<file path="src/design/dis_defines.svh">
// Constants for the input sync control block
// Assumes inclusion by the package and the design file
`ifndef DIS_DEFINES_SVH
`define DIS_DEFINES_SVH
`define DIS_DATA_W      16
`define DIS_MIDSCALE    16'h8000
`define DIS_ADDR_W      4
`define DIS_OFS_CTRL    4'h0
`define DIS_OFS_STATUS  4'h1
`define DIS_OFS_IRQ_ST  4'h2
`define DIS_OFS_IRQ_EN  4'h3
`define DIS_OFS_IRQ_CLR 4'h4
`define DIS_OFS_PHASE   4'h5
`define DIS_CTRL_SYNC   0
`define DIS_CTRL_FLAG   1
`define DIS_CTRL_ILV    2
`define DIS_CTRL_PLL    3
`define DIS_EV_TXRISE   0
`define DIS_EV_STROBE   1
`define DIS_EV_LOCK     2
`define DIS_EV_W        3
`define DIS_DIV_W       4
`endif

</file>
<file path="src/design/dis_pkg.sv">
// Types for the input sync control block
// Assumes the defines header is on the include path
`include "dis_defines.svh"
package dis_pkg;
	typedef logic [`DIS_DATA_W-1:0] dis_sample_t;
	typedef logic [31:0]            dis_word_t;
	typedef logic [`DIS_ADDR_W-1:0] dis_addr_t;
	typedef enum logic {DIS_CH_A, DIS_CH_B} dis_chan_t;
endpackage

</file>
<file path="src/design/dis_core.sv">
// Input sync control: de-interleave, midscale, strobe, lock and registers
// Assumes all inputs synchronous to clock_i; reset_n and sleep are pins
//
// Contract
// - A high phase strobe clears the oscillator phase accumulator always.
// - With strobe sync select 0 the strobe leaves the divided clock alone.
// - With select 1 in external clock mode a strobe rise sets divider phase.
// - In PLL mode the lock output is high exactly while the PLL is locked.
// - In external clock mode the lock output carries the input-rate clock.
// - With flag select 1 in interleaved mode the flag picks the channel.
// - A sample presented with the flag high goes to channel B.
// - Unless the flag picks the channel, each transmit enable rise realigns the A/B pairing.
// - After that rise the first sample is A, then B, alternating.
// - While transmit enable is low both outputs hold midscale.
// - While chip reset is low all logic is held in reset.
// - Sleep high powers down at once, without a clock edge.
// - Samples are captured on the data clock.
//
// The placing of the registers and the strobed register port were decided locally.
`timescale 1ns/100ps
`include "dis_defines.svh"
module dis_core #(
	parameter int DIV_W = `DIS_DIV_W
) (
	input  wire logic             clock_i,
	input  wire logic             srst_i,
	input  wire logic             chip_reset_n_i,
	input  wire logic             sleep_i,
	input  wire logic             transmit_enable_in_i,
	input  wire logic             channel_flag_i,
	input  wire logic             phase_strobe_i,
	input  wire logic             pll_locked_i,
	input  wire dis_pkg::dis_sample_t channel_a_data_i,
	input  wire dis_pkg::dis_sample_t channel_b_data_i,
	input  wire dis_pkg::dis_addr_t   addr_i,
	input  wire dis_pkg::dis_word_t   wdata_i,
	input  wire logic             wr_i,
	input  wire logic             rd_i,
	output logic                  power_down_o,
	output dis_pkg::dis_word_t    rdata_o,
	output logic                  irq_o,
	output dis_pkg::dis_sample_t  dac_a_o,
	output dis_pkg::dis_sample_t  dac_b_o,
	output logic                  acc_clear_o,
	output logic [DIV_W-1:0]      div_phase_o,
	output logic                  lock_status_out_o
);
	import dis_pkg::*;

	logic                 rst;
	logic [3:0]           ctrl_reg;
	logic [2:0]           s1_reg;
	logic [2:0]           s2_reg;
	logic                 tx_d_reg;
	logic                 st_d_reg;
	logic                 lk_d_reg;
	logic                 armed_reg;
	dis_chan_t            chan_reg;
	dis_chan_t            chan_next;
	dis_sample_t          dac_a_reg;
	dis_sample_t          dac_b_reg;
	dis_sample_t          hold_a_reg;
	logic                 acc_reg;
	logic [DIV_W-1:0]     div_reg;
	logic                 rate_reg;
	logic                 lock_reg;
	logic [`DIS_EV_W-1:0] ev_st_reg;
	logic [`DIS_EV_W-1:0] ev_en_reg;
	logic                 irq_reg;
	dis_word_t            rdata_reg;

	// Chip reset folds into the core reset
	assign rst = srst_i | ~chip_reset_n_i;

	// Sleep passes straight through to power-down
	assign power_down_o = sleep_i;

	// Two-stage synchronisers, stage one read only by stage two
	always_ff @(posedge clock_i) begin
		if (rst) begin
			s1_reg <= 3'h0;
			s2_reg <= 3'h0;
		end else begin
			s1_reg <= {channel_flag_i, phase_strobe_i, transmit_enable_in_i};
			s2_reg <= s1_reg;
		end
	end

	wire tx_s     = s2_reg[0];
	wire strobe_s = s2_reg[1];
	wire flag_s   = s2_reg[2];
	wire tx_rise  = tx_s & ~tx_d_reg;
	wire st_rise  = strobe_s & ~st_d_reg;
	wire sync_sel = ctrl_reg[`DIS_CTRL_SYNC];
	wire flag_sel = ctrl_reg[`DIS_CTRL_FLAG];
	wire ilv_mode = ctrl_reg[`DIS_CTRL_ILV];
	wire pll_mode = ctrl_reg[`DIS_CTRL_PLL];
	wire use_flag = ilv_mode & flag_sel;

	// Flag high steers the sample to channel B
	wire dis_chan_t cur_chan = use_flag ? (flag_s ? DIS_CH_B : DIS_CH_A)
		: (tx_rise ? DIS_CH_A : chan_reg);

	// Rise restarts at A, then alternate once armed
	assign chan_next = (tx_rise | ~armed_reg) ? DIS_CH_B :
		((chan_reg == DIS_CH_A) ? DIS_CH_B : DIS_CH_A);

	wire ev_lock = lock_reg ^ lk_d_reg;
	wire [`DIS_EV_W-1:0] ev_now = {ev_lock & pll_mode, st_rise, tx_rise};
	wire wr_ctrl = wr_i & (addr_i == `DIS_OFS_CTRL);
	wire wr_en   = wr_i & (addr_i == `DIS_OFS_IRQ_EN);
	wire wr_clr  = wr_i & (addr_i == `DIS_OFS_IRQ_CLR);
	wire [`DIS_EV_W-1:0] clr_bits = wr_clr ? wdata_i[`DIS_EV_W-1:0]
		: {`DIS_EV_W{1'b0}};

	dis_word_t rd_mux;
	assign rd_mux =
		(addr_i == `DIS_OFS_CTRL)   ? {28'h0, ctrl_reg} :
		(addr_i == `DIS_OFS_STATUS) ? {29'h0, lock_reg, tx_s, chan_reg} :
		(addr_i == `DIS_OFS_IRQ_ST) ? {29'h0, ev_st_reg} :
		(addr_i == `DIS_OFS_IRQ_EN) ? {29'h0, ev_en_reg} :
		(addr_i == `DIS_OFS_PHASE)  ? {{(32-DIV_W){1'b0}}, div_reg} :
		32'h0;

	always_ff @(posedge clock_i) begin
		if (rst) begin
			tx_d_reg  <= 1'b0;
			st_d_reg  <= 1'b0;
			lk_d_reg  <= 1'b0;
			armed_reg <= 1'b0;
			chan_reg  <= DIS_CH_A;
			ctrl_reg  <= 4'h0;
		end else begin
			tx_d_reg <= tx_s;
			st_d_reg <= strobe_s;
			lk_d_reg <= lock_reg;
			if (tx_rise)
				armed_reg <= 1'b1;
			if (tx_s & armed_reg & ~use_flag)
				chan_reg <= chan_next;
			else if (tx_rise)
				chan_reg <= DIS_CH_B;
			if (wr_ctrl)
				ctrl_reg <= wdata_i[3:0];
		end
	end

	// Samples captured on the data clock
	// Midscale while transmit enable is low
	always_ff @(posedge clock_i) begin
		if (rst | ~tx_s) begin
			dac_a_reg  <= `DIS_MIDSCALE;
			dac_b_reg  <= `DIS_MIDSCALE;
			hold_a_reg <= `DIS_MIDSCALE;
		end else if (!ilv_mode) begin
			dac_a_reg <= channel_a_data_i;
			dac_b_reg <= channel_b_data_i;
		end else if (cur_chan == DIS_CH_A) begin
			hold_a_reg <= channel_a_data_i;
		end else begin
			dac_a_reg <= hold_a_reg;
			dac_b_reg <= channel_a_data_i;
		end
	end

	// Accumulator clear follows the strobe whatever the select
	// Divider phase set only with select 1 in external mode
	always_ff @(posedge clock_i) begin
		if (rst) begin
			acc_reg  <= 1'b0;
			div_reg  <= '0;
			rate_reg <= 1'b0;
			lock_reg <= 1'b0;
		end else begin
			acc_reg <= strobe_s;
			if (st_rise & sync_sel & ~pll_mode)
				div_reg <= '0;
			else
				div_reg <= div_reg + 1'b1;
			rate_reg <= ~rate_reg;
			// Lock output source by clock mode
			lock_reg <= pll_mode ? pll_locked_i : ~rate_reg;
		end
	end

	// Sticky events: set wins over clear
	always_ff @(posedge clock_i) begin
		if (rst) begin
			ev_st_reg <= '0;
			ev_en_reg <= '0;
			irq_reg   <= 1'b0;
			rdata_reg <= 32'h0;
		end else begin
			ev_st_reg <= (ev_st_reg & ~clr_bits) | ev_now;
			if (wr_en)
				ev_en_reg <= wdata_i[`DIS_EV_W-1:0];
			irq_reg   <= |(ev_st_reg & ev_en_reg);
			rdata_reg <= rd_i ? rd_mux : 32'h0;
		end
	end

	assign dac_a_o           = dac_a_reg;
	assign dac_b_o           = dac_b_reg;
	assign acc_clear_o       = acc_reg;
	assign div_phase_o       = div_reg;
	assign lock_status_out_o = lock_reg;
	assign irq_o             = irq_reg;
	assign rdata_o           = rdata_reg;

	mid_scale_a: assert property (
		@(posedge clock_i) disable iff (rst)
		!tx_s |=> dac_a_reg == `DIS_MIDSCALE
			&& dac_b_reg == `DIS_MIDSCALE)
		else $error("output not midscale while disabled");
	acc_clear_a: assert property (
		@(posedge clock_i) disable iff (rst)
		strobe_s |=> acc_reg)
		else $error("accumulator not cleared");
	div_free_a: assert property (
		@(posedge clock_i) disable iff (rst)
		!sync_sel |=> div_reg == $past(div_reg) + 1'b1)
		else $error("divider disturbed with select 0");
	div_set_a: assert property (
		@(posedge clock_i) disable iff (rst)
		st_rise && sync_sel && !pll_mode |=> div_reg == '0)
		else $error("divider phase not set");
	lock_pll_a: assert property (
		@(posedge clock_i) disable iff (rst)
		pll_mode |=> lock_reg == $past(pll_locked_i))
		else $error("lock output wrong");
	lock_ext_a: assert property (
		@(posedge clock_i) disable iff (rst)
		!pll_mode ##1 !pll_mode |=> lock_reg != $past(lock_reg))
		else $error("rate clock not toggling");
	chan_start_a: assert property (
		@(posedge clock_i) disable iff (rst)
		tx_rise && !use_flag |=> chan_reg == DIS_CH_B)
		else $error("first sample not A");
	chan_hold_a: assert property (
		@(posedge clock_i) disable iff (rst)
		!armed_reg |-> chan_reg == DIS_CH_A)
		else $error("alternation before first enable");
	sync_two_a: assert property (
		@(posedge clock_i) disable iff (rst)
		$rose(phase_strobe_i) ##1 phase_strobe_i |=> strobe_s)
		else $error("synchroniser delay wrong");
	realign_a: assert property (
		@(posedge clock_i) disable iff (rst)
		tx_rise && ilv_mode && !use_flag
			|=> hold_a_reg == $past(channel_a_data_i))
		else $error("sample after enable rise not taken as A");
	flag_a_a: assert property (
		@(posedge clock_i) disable iff (rst)
		use_flag && tx_s && !flag_s
			|=> hold_a_reg == $past(channel_a_data_i))
		else $error("flag low sample not held as A");
	flag_b_a: assert property (
		@(posedge clock_i) disable iff (rst)
		use_flag && tx_s && flag_s
			|=> dac_b_reg == $past(channel_a_data_i)
			&& dac_a_reg == $past(hold_a_reg))
		else $error("flag high sample not steered to B");
	par_pass_a: assert property (
		@(posedge clock_i) disable iff (rst)
		tx_s && !ilv_mode
			|=> dac_a_reg == $past(channel_a_data_i)
			&& dac_b_reg == $past(channel_b_data_i))
		else $error("parallel samples not captured");
	reset_hold_a: assert property (
		@(posedge clock_i)
		rst |=> ctrl_reg == 4'h0 && ev_st_reg == '0 && !irq_reg
			&& dac_a_reg == `DIS_MIDSCALE)
		else $error("state not cleared by reset");
	// Event set wins over clear
	sticky_set_a: assert property (
		@(posedge clock_i) disable iff (rst)
		(|ev_now) |=> (ev_st_reg & $past(ev_now)) == $past(ev_now))
		else $error("event lost against clear");
	// Interrupt follows enabled status
	irq_level_a: assert property (
		@(posedge clock_i) disable iff (rst)
		(|(ev_st_reg & ev_en_reg)) |=> irq_reg)
		else $error("interrupt not raised");

	// Main scenarios
	ilv_run_c: cover property (@(posedge clock_i) tx_rise && ilv_mode);
	flag_b_c:  cover property (@(posedge clock_i) use_flag && flag_s && tx_s);
	div_set_c: cover property (@(posedge clock_i) st_rise && sync_sel);
	lock_ev_c: cover property (@(posedge clock_i) pll_mode && ev_lock);
	par_run_c: cover property (@(posedge clock_i) tx_rise && !ilv_mode);
endmodule // dis_core

</file>
<file path="config.mk">
export PLATFORM = sky130hd
export DESIGN_NAME = dis_core
export DESIGN_NICKNAME = d
export VERILOG_FILES = /design/src/design/dis_pkg.sv /design/src/design/dis_core.sv
export VERILOG_INCLUDE_DIRS = /design/src /design/src/design
export SDC_FILE = /design/constraint.sdc
export NUM_CORES = 1
export LEC_CHECK = 0
export BUFFER_PORTS_ARGS = -buffer_cell sky130_fd_sc_hd__buf_2
export CAP_MARGIN = 30
export CORE_MARGIN = 2
export CORE_UTILIZATION = 50
export DETAILED_ROUTE_END_ITERATION = 12
export PLACE_DENSITY = 0.83
export SLEW_MARGIN = 25
export SYNTH_ARGS = -nofsm -noshare
export SYNTH_HDL_FRONTEND = slang
export SYNTH_SLANG_ARGS = --single-unit
</file>
<file path="constraint.sdc">
create_clock -name clock_i -period 3.6 [get_ports clock_i]
set_input_delay 0.54 -clock clock_i [delete_from_list [all_inputs] [get_ports clock_i]]
set_output_delay 0.54 -clock clock_i [all_outputs]
set_load 0.03 [all_outputs]
</file>
## Word-level counts from Yosys, hierarchy flattened

Cells that the tools add are included.

| word-level totals | value |
|---|---|
| register bits | 108 |
| bits of input ports | 78 |
| output and inout port bits | 72 |
| logic and storage cells | 80 |

| operators by class | value |
|---|---|
| add/sub/neg operators | 1 |
| equality and inequality tests | 6 |
| multiplexer cells | 18 |
| bitwise operators | 29 |
| reduce and logical (&&, ||, !) cells | 7 |

Operators by type and width:

| operator | number |
|---|---|
| 16-bit 2-to-1 mux | 4 |
| 4-bit 2-to-1 mux | 5 |
| 1-bit bitwise AND | 11 |
| 1-bit inverter | 10 |
| 4-bit by 2-bit equality test with 1-bit output (second input constant) | 2 |
| 4-bit by 3-bit equality test with 1-bit output (second input constant) | 2 |
| 1-bit 2-to-1 mux | 8 |
| 3-bit bitwise AND | 2 |
| 6-bit OR reduction | 1 |
| 4-bit by 1-bit adder with 4-bit output (second input constant) | 1 |
| 4-bit by 1-bit equality test with 1-bit output (second input constant) | 1 |
| 4-bit logical NOT | 1 |
| 2-bit OR reduction | 2 |
| 3-bit 2-to-1 mux | 1 |
| 3-bit inverter | 1 |
| 1-bit OR | 3 |
| 3-bit OR | 1 |
| 3-bit OR reduction | 1 |
| 2-bit by 1-bit != test with 1-bit output (second input constant) | 1 |
| 2-bit AND reduction | 1 |
| 2-bit nonzero test | 1 |
| 1-bit bitwise XOR | 1 |

## Logic depth before layout (Yosys ltp)

| depth | value |
|---|---|
| word-level depth | 6 |
| mapped depth | 6 |
| depth with buffers taken out | 4 |

## Worst setup path after synthesis

No wires, ideal clock.

| timing | value |
|---|---|
| path kind | in2reg |
| start | input port chip_reset_n_i |
| end | register dac_b_reg[5] (netlist: dac_b_o[5]) |
| setup time | 0.145 ns |
| data arrival time | 1.349 ns |
| required time | 3.455 ns |
| slack | 2.106 ns |
| stages | 4 |
| cells stage by stage | nor2b_1 -> nand2_1 -> clkbuf_1 -> a211oi_1 |

| between the ends | value |
|---|---|
| cells in the longest elaborated chain, start to end | 3 |

Ends and longest elaborated chain:

| item | line | text |
|---|---|---|
| start: declaration | dis_core.sv:27 | `input wire logic chip_reset_n_i,` |
| 1-bit inverter | dis_core.sv:73 | `assign rst = srst_i \| ~chip_reset_n_i;` |
| 1-bit OR | dis_core.sv:73 |  |
| 1-bit OR | dis_core.sv:151 | `if (rst \| ~tx_s) begin` |
| end signal: assignment | dis_core.sv:153 | `` dac_b_reg <= `DIS_MIDSCALE; `` |
| end signal: assignment | dis_core.sv:157 | `dac_b_reg <= channel_b_data_i;` |
| end signal: assignment | dis_core.sv:162 | `dac_b_reg <= channel_a_data_i;` |
| end: declaration | dis_core.sv:61 | `dis_sample_t dac_b_reg;` |

Every way passes these cells.
A chain may end at the register's enable or synchronous reset.

## Worst setup path in the final report

| timing | value |
|---|---|
| start | register s2_reg[0] |
| end | register dac_b_reg[0] (netlist: dac_b_o[0]) |

| between the ends | value |
|---|---|
| cells in the longest elaborated chain, start to end | 4 |
| elaborated cells on any way between the ends | 6 |
| those cells by class | eq/ne (1); mux (2); bitwise (3) |

Ends and longest elaborated chain:

| item | line | text |
|---|---|---|
| start: declaration | dis_core.sv:53 | `logic [2:0] s2_reg;` |
| start signal: assignment | dis_core.sv:85 | `s2_reg <= s1_reg;` |
| 1-bit bitwise AND | dis_core.sv:92 | `wire tx_rise = tx_s & ~tx_d_reg;` |
| 1-bit 2-to-1 mux | dis_core.sv:102 | `: (tx_rise ? DIS_CH_A : chan_reg);` |
| 1-bit 2-to-1 mux | dis_core.sv:101 | `wire dis_chan_t cur_chan = use_flag ? (flag_s ? DIS_CH_B : DIS_CH_A)` |
| 2-bit by 1-bit != test with 1-bit output (no source line) | -- |  |

Several ways; a longest one is shown, not always the timed one.

==> results.md <==
- The data arrival at the endpoint of the critical path is 2.39 ns.
- The hold path startpoint is phase_strobe_i.
- After the first detailed-routing iteration, the DRC count stood at about 250.
- Global routing finished with a remaining overflow of 0.
- The mean instance size in the synthesized netlist is between 9 and 10 um2.
- In the finished design, the share of the clock period the worst path needs comes to 0.5923.
- The cell leakage power is 1.751 nW.
- The number of global-route vias before repair is 2447.
- The share of power burned in registers is 0.534.
- The most used flip-flop cell after synthesis is sky130_fd_sc_hd__dfxtp_1.
- For flop-to-flop paths, the worst setup slack is between 1 and 1.5 ns.
- The maximum achievable frequency is between 400 and 500 MHz.
- Setup repair after global routing left no endpoint under its margin.
- For the worst-skew pair, the clock arrives at the later sink with an insertion delay of 0.34 ns.
- In this design, the stage delay of the slowest critical-path cell is around 0.65 ns.
- The root buffer cell is sky130_fd_sc_hd__clkbuf_8.
- Of the total power, the share spent switching nets is 0.2524.
- After clock tree synthesis, the setup repair step added 0 buffers.
- The worst reg2reg path endpoint is dac_b_o[0].
- For this run, asynchronously set or reset flops after synthesis account for 0.
- The synthesized netlist contains 38 unique library cells.
- Of the cells placed in the final design, the portion with a size suffix greater than 1 is 0.2661.
- The run finished with clean final reports.
- The first detailed-routing pass took 4 iterations.
- The final number of max-transition violations is 0.
- Buffers placed on the I/O ports in this run total 91.
- Clock tree synthesis found a total of 80 sinks.
- For the worst flop-to-flop path, the logic depth is 5.
- The setup clock skew after layout is 0.01155 ns.
- At the end of the flow the core is filled with cells to 0.5987.
- The combined buffer and inverter count along the critical path is 1.
- The average via count per standard cell is ~5.
- The critical path required time is a little under 4 ns.
- The number of CTS-inserted buffers is 9.
- The average wire per standard cell is approximately 13 um.
- The relative slew slack is 0.4637.
- The count of nets left with antenna violations once routing finished came out at 0.
- The area of combinational cells with multiple inputs is between 1500 and 2000 um2.
- The share of power burned in combinational logic is 0.079.
- The slowest cell on the critical path is sky130_fd_sc_hd__buf_4.
- The die is 87.87 um tall.
- The routed design has roughly 7400 um of wire.
- Among cell families on the critical path, the largest total delay comes from compound AO/OA/AOI/OAI gates.
- The post-synthesis instance total is 380.
- 150 I/O pins were placed.
- The count of fill cells added during filler insertion is 603.
- Setup violations remaining at the end of the flow were counted as 0.
- The number of rows in the core area is 30.
- From left edge to right edge, the die measures between 80 and 90 um.
- The switching power summed over all nets is about 0.42 mW.
- The classification of the worst setup path is reg -> reg.
- For the final routed database, the setup TNS stands at 0 ns.
- The count of unresolved DRC violations after routing is 0.
- The start of the worst register-to-register path is s2_reg[0].
- The hold buffer count at CTS is 0.
- For this run, the total global-route usage over all layers was measured as 0.1946.
- Walking the worst path, the cells encountered are and2b_4 -> o311ai_4 -> buf_4 -> nor2_1 -> a211oi_1.
- The HPWL reported at the end of detailed placement is between 5000 and 6000 um.
- The final layout net count is 540.
- The kind of end point of the critical path is a flip-flop.
- The congestion estimate from routability-driven global placement came to around 0.9.
- Setup slack on the critical path of the routed design comes to 1.468 ns.
- The total via count after detailed routing is about 2800.
- The first global-routing pass estimated about 12000 um of wire.
- The number of levels in the clock H-tree is 3.
- The critical-path maximum fanout is 69.
- The synthesis-to-finish area growth is 15.65%.
- The class of the most critical hold timing path is in -> reg.
- The floorplan die area is between 7000 and 8000 um2.
- The area of the core region is between 6000 and 7000 um2.
- The TritonCTS clock tree is done.
- The worst setup path is launched from a flip-flop.
- Of the synthesized area, sequential elements account for 0.4554.
- The number of gates resized after cts is 0.
- The post-synthesis sequential element count is 80.
- The yosys synthesis warning count is 0.
- Across the VDD grid, the largest voltage drop is roughly 320 uV.
- The repair_antennas step left the layout with diodes totalling 0.
- The final number of hold-violating endpoints is 0.
- The number of flops mapped to enable cells by yosys is 0.
- The clock-pin slew on the worst setup and hold paths is about 0.090 ns.
- The register area is 1603 um2.
- The initial antenna violation count was 0.
- The setup slack at placement is roughly 1.4 ns.
- The tool flagged a number of max-cap violations equal to 0.
- In this run the power density over the cells is between 400 and 500 nW/um2.
- The initial utilization of the core area, before any placement, comes to 0.5177.
- Of the total power, the clock network draws 0.387.
- After synthesis the cells add up to roughly 3500 um2.
- The worst path needs ~2.1 ns of the cycle, external delays included.
- Along the worst hold path, the cell count comes to 2.
- Entering global routing, the biggest net connects 70 pins.
- The internal power component is 1.255 mW.
- No sink is reached through more buffers than the 2 on the longest clock path.
- The slew at the pin with the worst max-slew slack is between 0.8 and 0.9 ns.
- For hold timing, the worst endpoint is s1_reg[1].
synth_stat cells, types with 4 or more instances:
| cell | n | area share |
|---|---|---|
| sky130_fd_sc_hd__a211oi_1 | 22 | 0.047 |
| sky130_fd_sc_hd__a211oi_2 | 10 | 0.036 |
| sky130_fd_sc_hd__a21oi_1 | 24 | 0.034 |
| sky130_fd_sc_hd__and2_1 | 8 | 0.014 |
| sky130_fd_sc_hd__buf_2 | 7 | 0.010 |
| sky130_fd_sc_hd__buf_4 | 33 | 0.070 |
| sky130_fd_sc_hd__clkbuf_1 | 8 | 0.0085 |
| sky130_fd_sc_hd__dfxtp_1 | 80 | 0.46 |
| sky130_fd_sc_hd__inv_1 | 6 | 0.0064 |
| sky130_fd_sc_hd__mux2i_1 | 37 | 0.11 |
| sky130_fd_sc_hd__nand2_1 | 38 | 0.041 |
| sky130_fd_sc_hd__nand2b_1 | 4 | 0.0071 |
| sky130_fd_sc_hd__nand3_1 | 4 | 0.0057 |
| sky130_fd_sc_hd__nor2_1 | 54 | 0.058 |
| sky130_fd_sc_hd__nor2b_1 | 7 | 0.012 |
| sky130_fd_sc_hd__o21ai_0 | 5 | 0.0071 |
per-layer routing:
| layer | wire length [um] | vias up | GRT usage |
|---|---|---|---|
| met1 | 3472 | 1285 | 0.2849 |
| met3 | 539 | 7 | 0.03676 |
| li1 | - | 1421 | - |
| met5 | 0 | - | 0 |
| met4 | 114 | 0 | 0.09091 |
| met2 | 3239 | 109 | 0.2762 |
logic make-up after synthesis:
| logic type | synth area share |
|---|---|
| xor+xnor | 0.007472 |
| compound gates | 0.1676 |
| flops | 0.4554 |
| simple gates | 0.1548 |
| mux | 0.1053 |
| buf+inv | 0.1049 |
| other cells | 0.001066 |
| fa+ha+maj | 0.003557 |
worst max-delay path by stage:
stage,from,to,slack [ns],cells after the start
floorplan,chip_reset_n_i,dac_b_o[5],2.11,4
global placement,chip_reset_n_i,rdata_o[2],1.40,5
detailed placement,chip_reset_n_i,rdata_o[0],1.39,5
CTS,s2_reg[0],dac_a_o[9],1.47,5
global route,s2_reg[0],dac_b_o[0],1.26,5
finish,s2_reg[0],dac_b_o[0],1.47,5
power groups by stage:
stage,sequential [mW],clock [mW],combinational [mW]
6_report,0.896,0.650,0.133
5_1_grt,0.897,0.706,0.144
4_1_cts,0.896,0.663,0.132
3_5_place_dp,0.917,0,0.131
3_3_place_gp,0.917,0,0.129
2_1_floorplan,0.922,0,0.105
stage by stage:
step	hold slack, ns	power, mW	cells	instance area, um2
final	0.3896	1.679	562	4068
after global routing	0.3755	1.748	562	4068
after CTS	0.3731	1.690	562	4068
after detailed placement	0.4060	1.048	546	3871
after global placement	0.3996	1.045	546	3871
after floorplan	0.3935	1.026	407	3618
placed cells by master, fill, tap and decap left out, types with 3 or more instances in the layout:
cell / instances
sky130_fd_sc_hd__and2_1: 8
sky130_fd_sc_hd__nand3_1: 4
sky130_fd_sc_hd__buf_4: 3
sky130_fd_sc_hd__clkbuf_8: 9
sky130_fd_sc_hd__dfxtp_1: 79
sky130_fd_sc_hd__a211oi_1: 22
sky130_fd_sc_hd__o21ai_0: 5
sky130_fd_sc_hd__a22oi_1: 3
sky130_fd_sc_hd__nand2_1: 38
sky130_fd_sc_hd__o22ai_1: 3
sky130_fd_sc_hd__conb_1: 28
sky130_fd_sc_hd__mux2i_1: 37
sky130_fd_sc_hd__a211oi_2: 10
sky130_fd_sc_hd__nor2b_1: 7
sky130_fd_sc_hd__inv_1: 6
sky130_fd_sc_hd__buf_2: 91
sky130_fd_sc_hd__nand2b_1: 4
sky130_fd_sc_hd__nor2_1: 54
sky130_fd_sc_hd__a22o_1: 3
sky130_fd_sc_hd__a21oi_1: 24
layout make-up:
cell class / count / share of cell area
multi-input combinational: 270 / 0.4051
inverter: 6 / 0.005537
tap: 96 / 0.02953
clock buffer: 10 / 0.03137
clock inverter: 6 / 0.01692
timing repair buffer: 94 / 0.1175
sequential: 80 / 0.3940
Note: power is estimated with default switching activity, not from simulation.
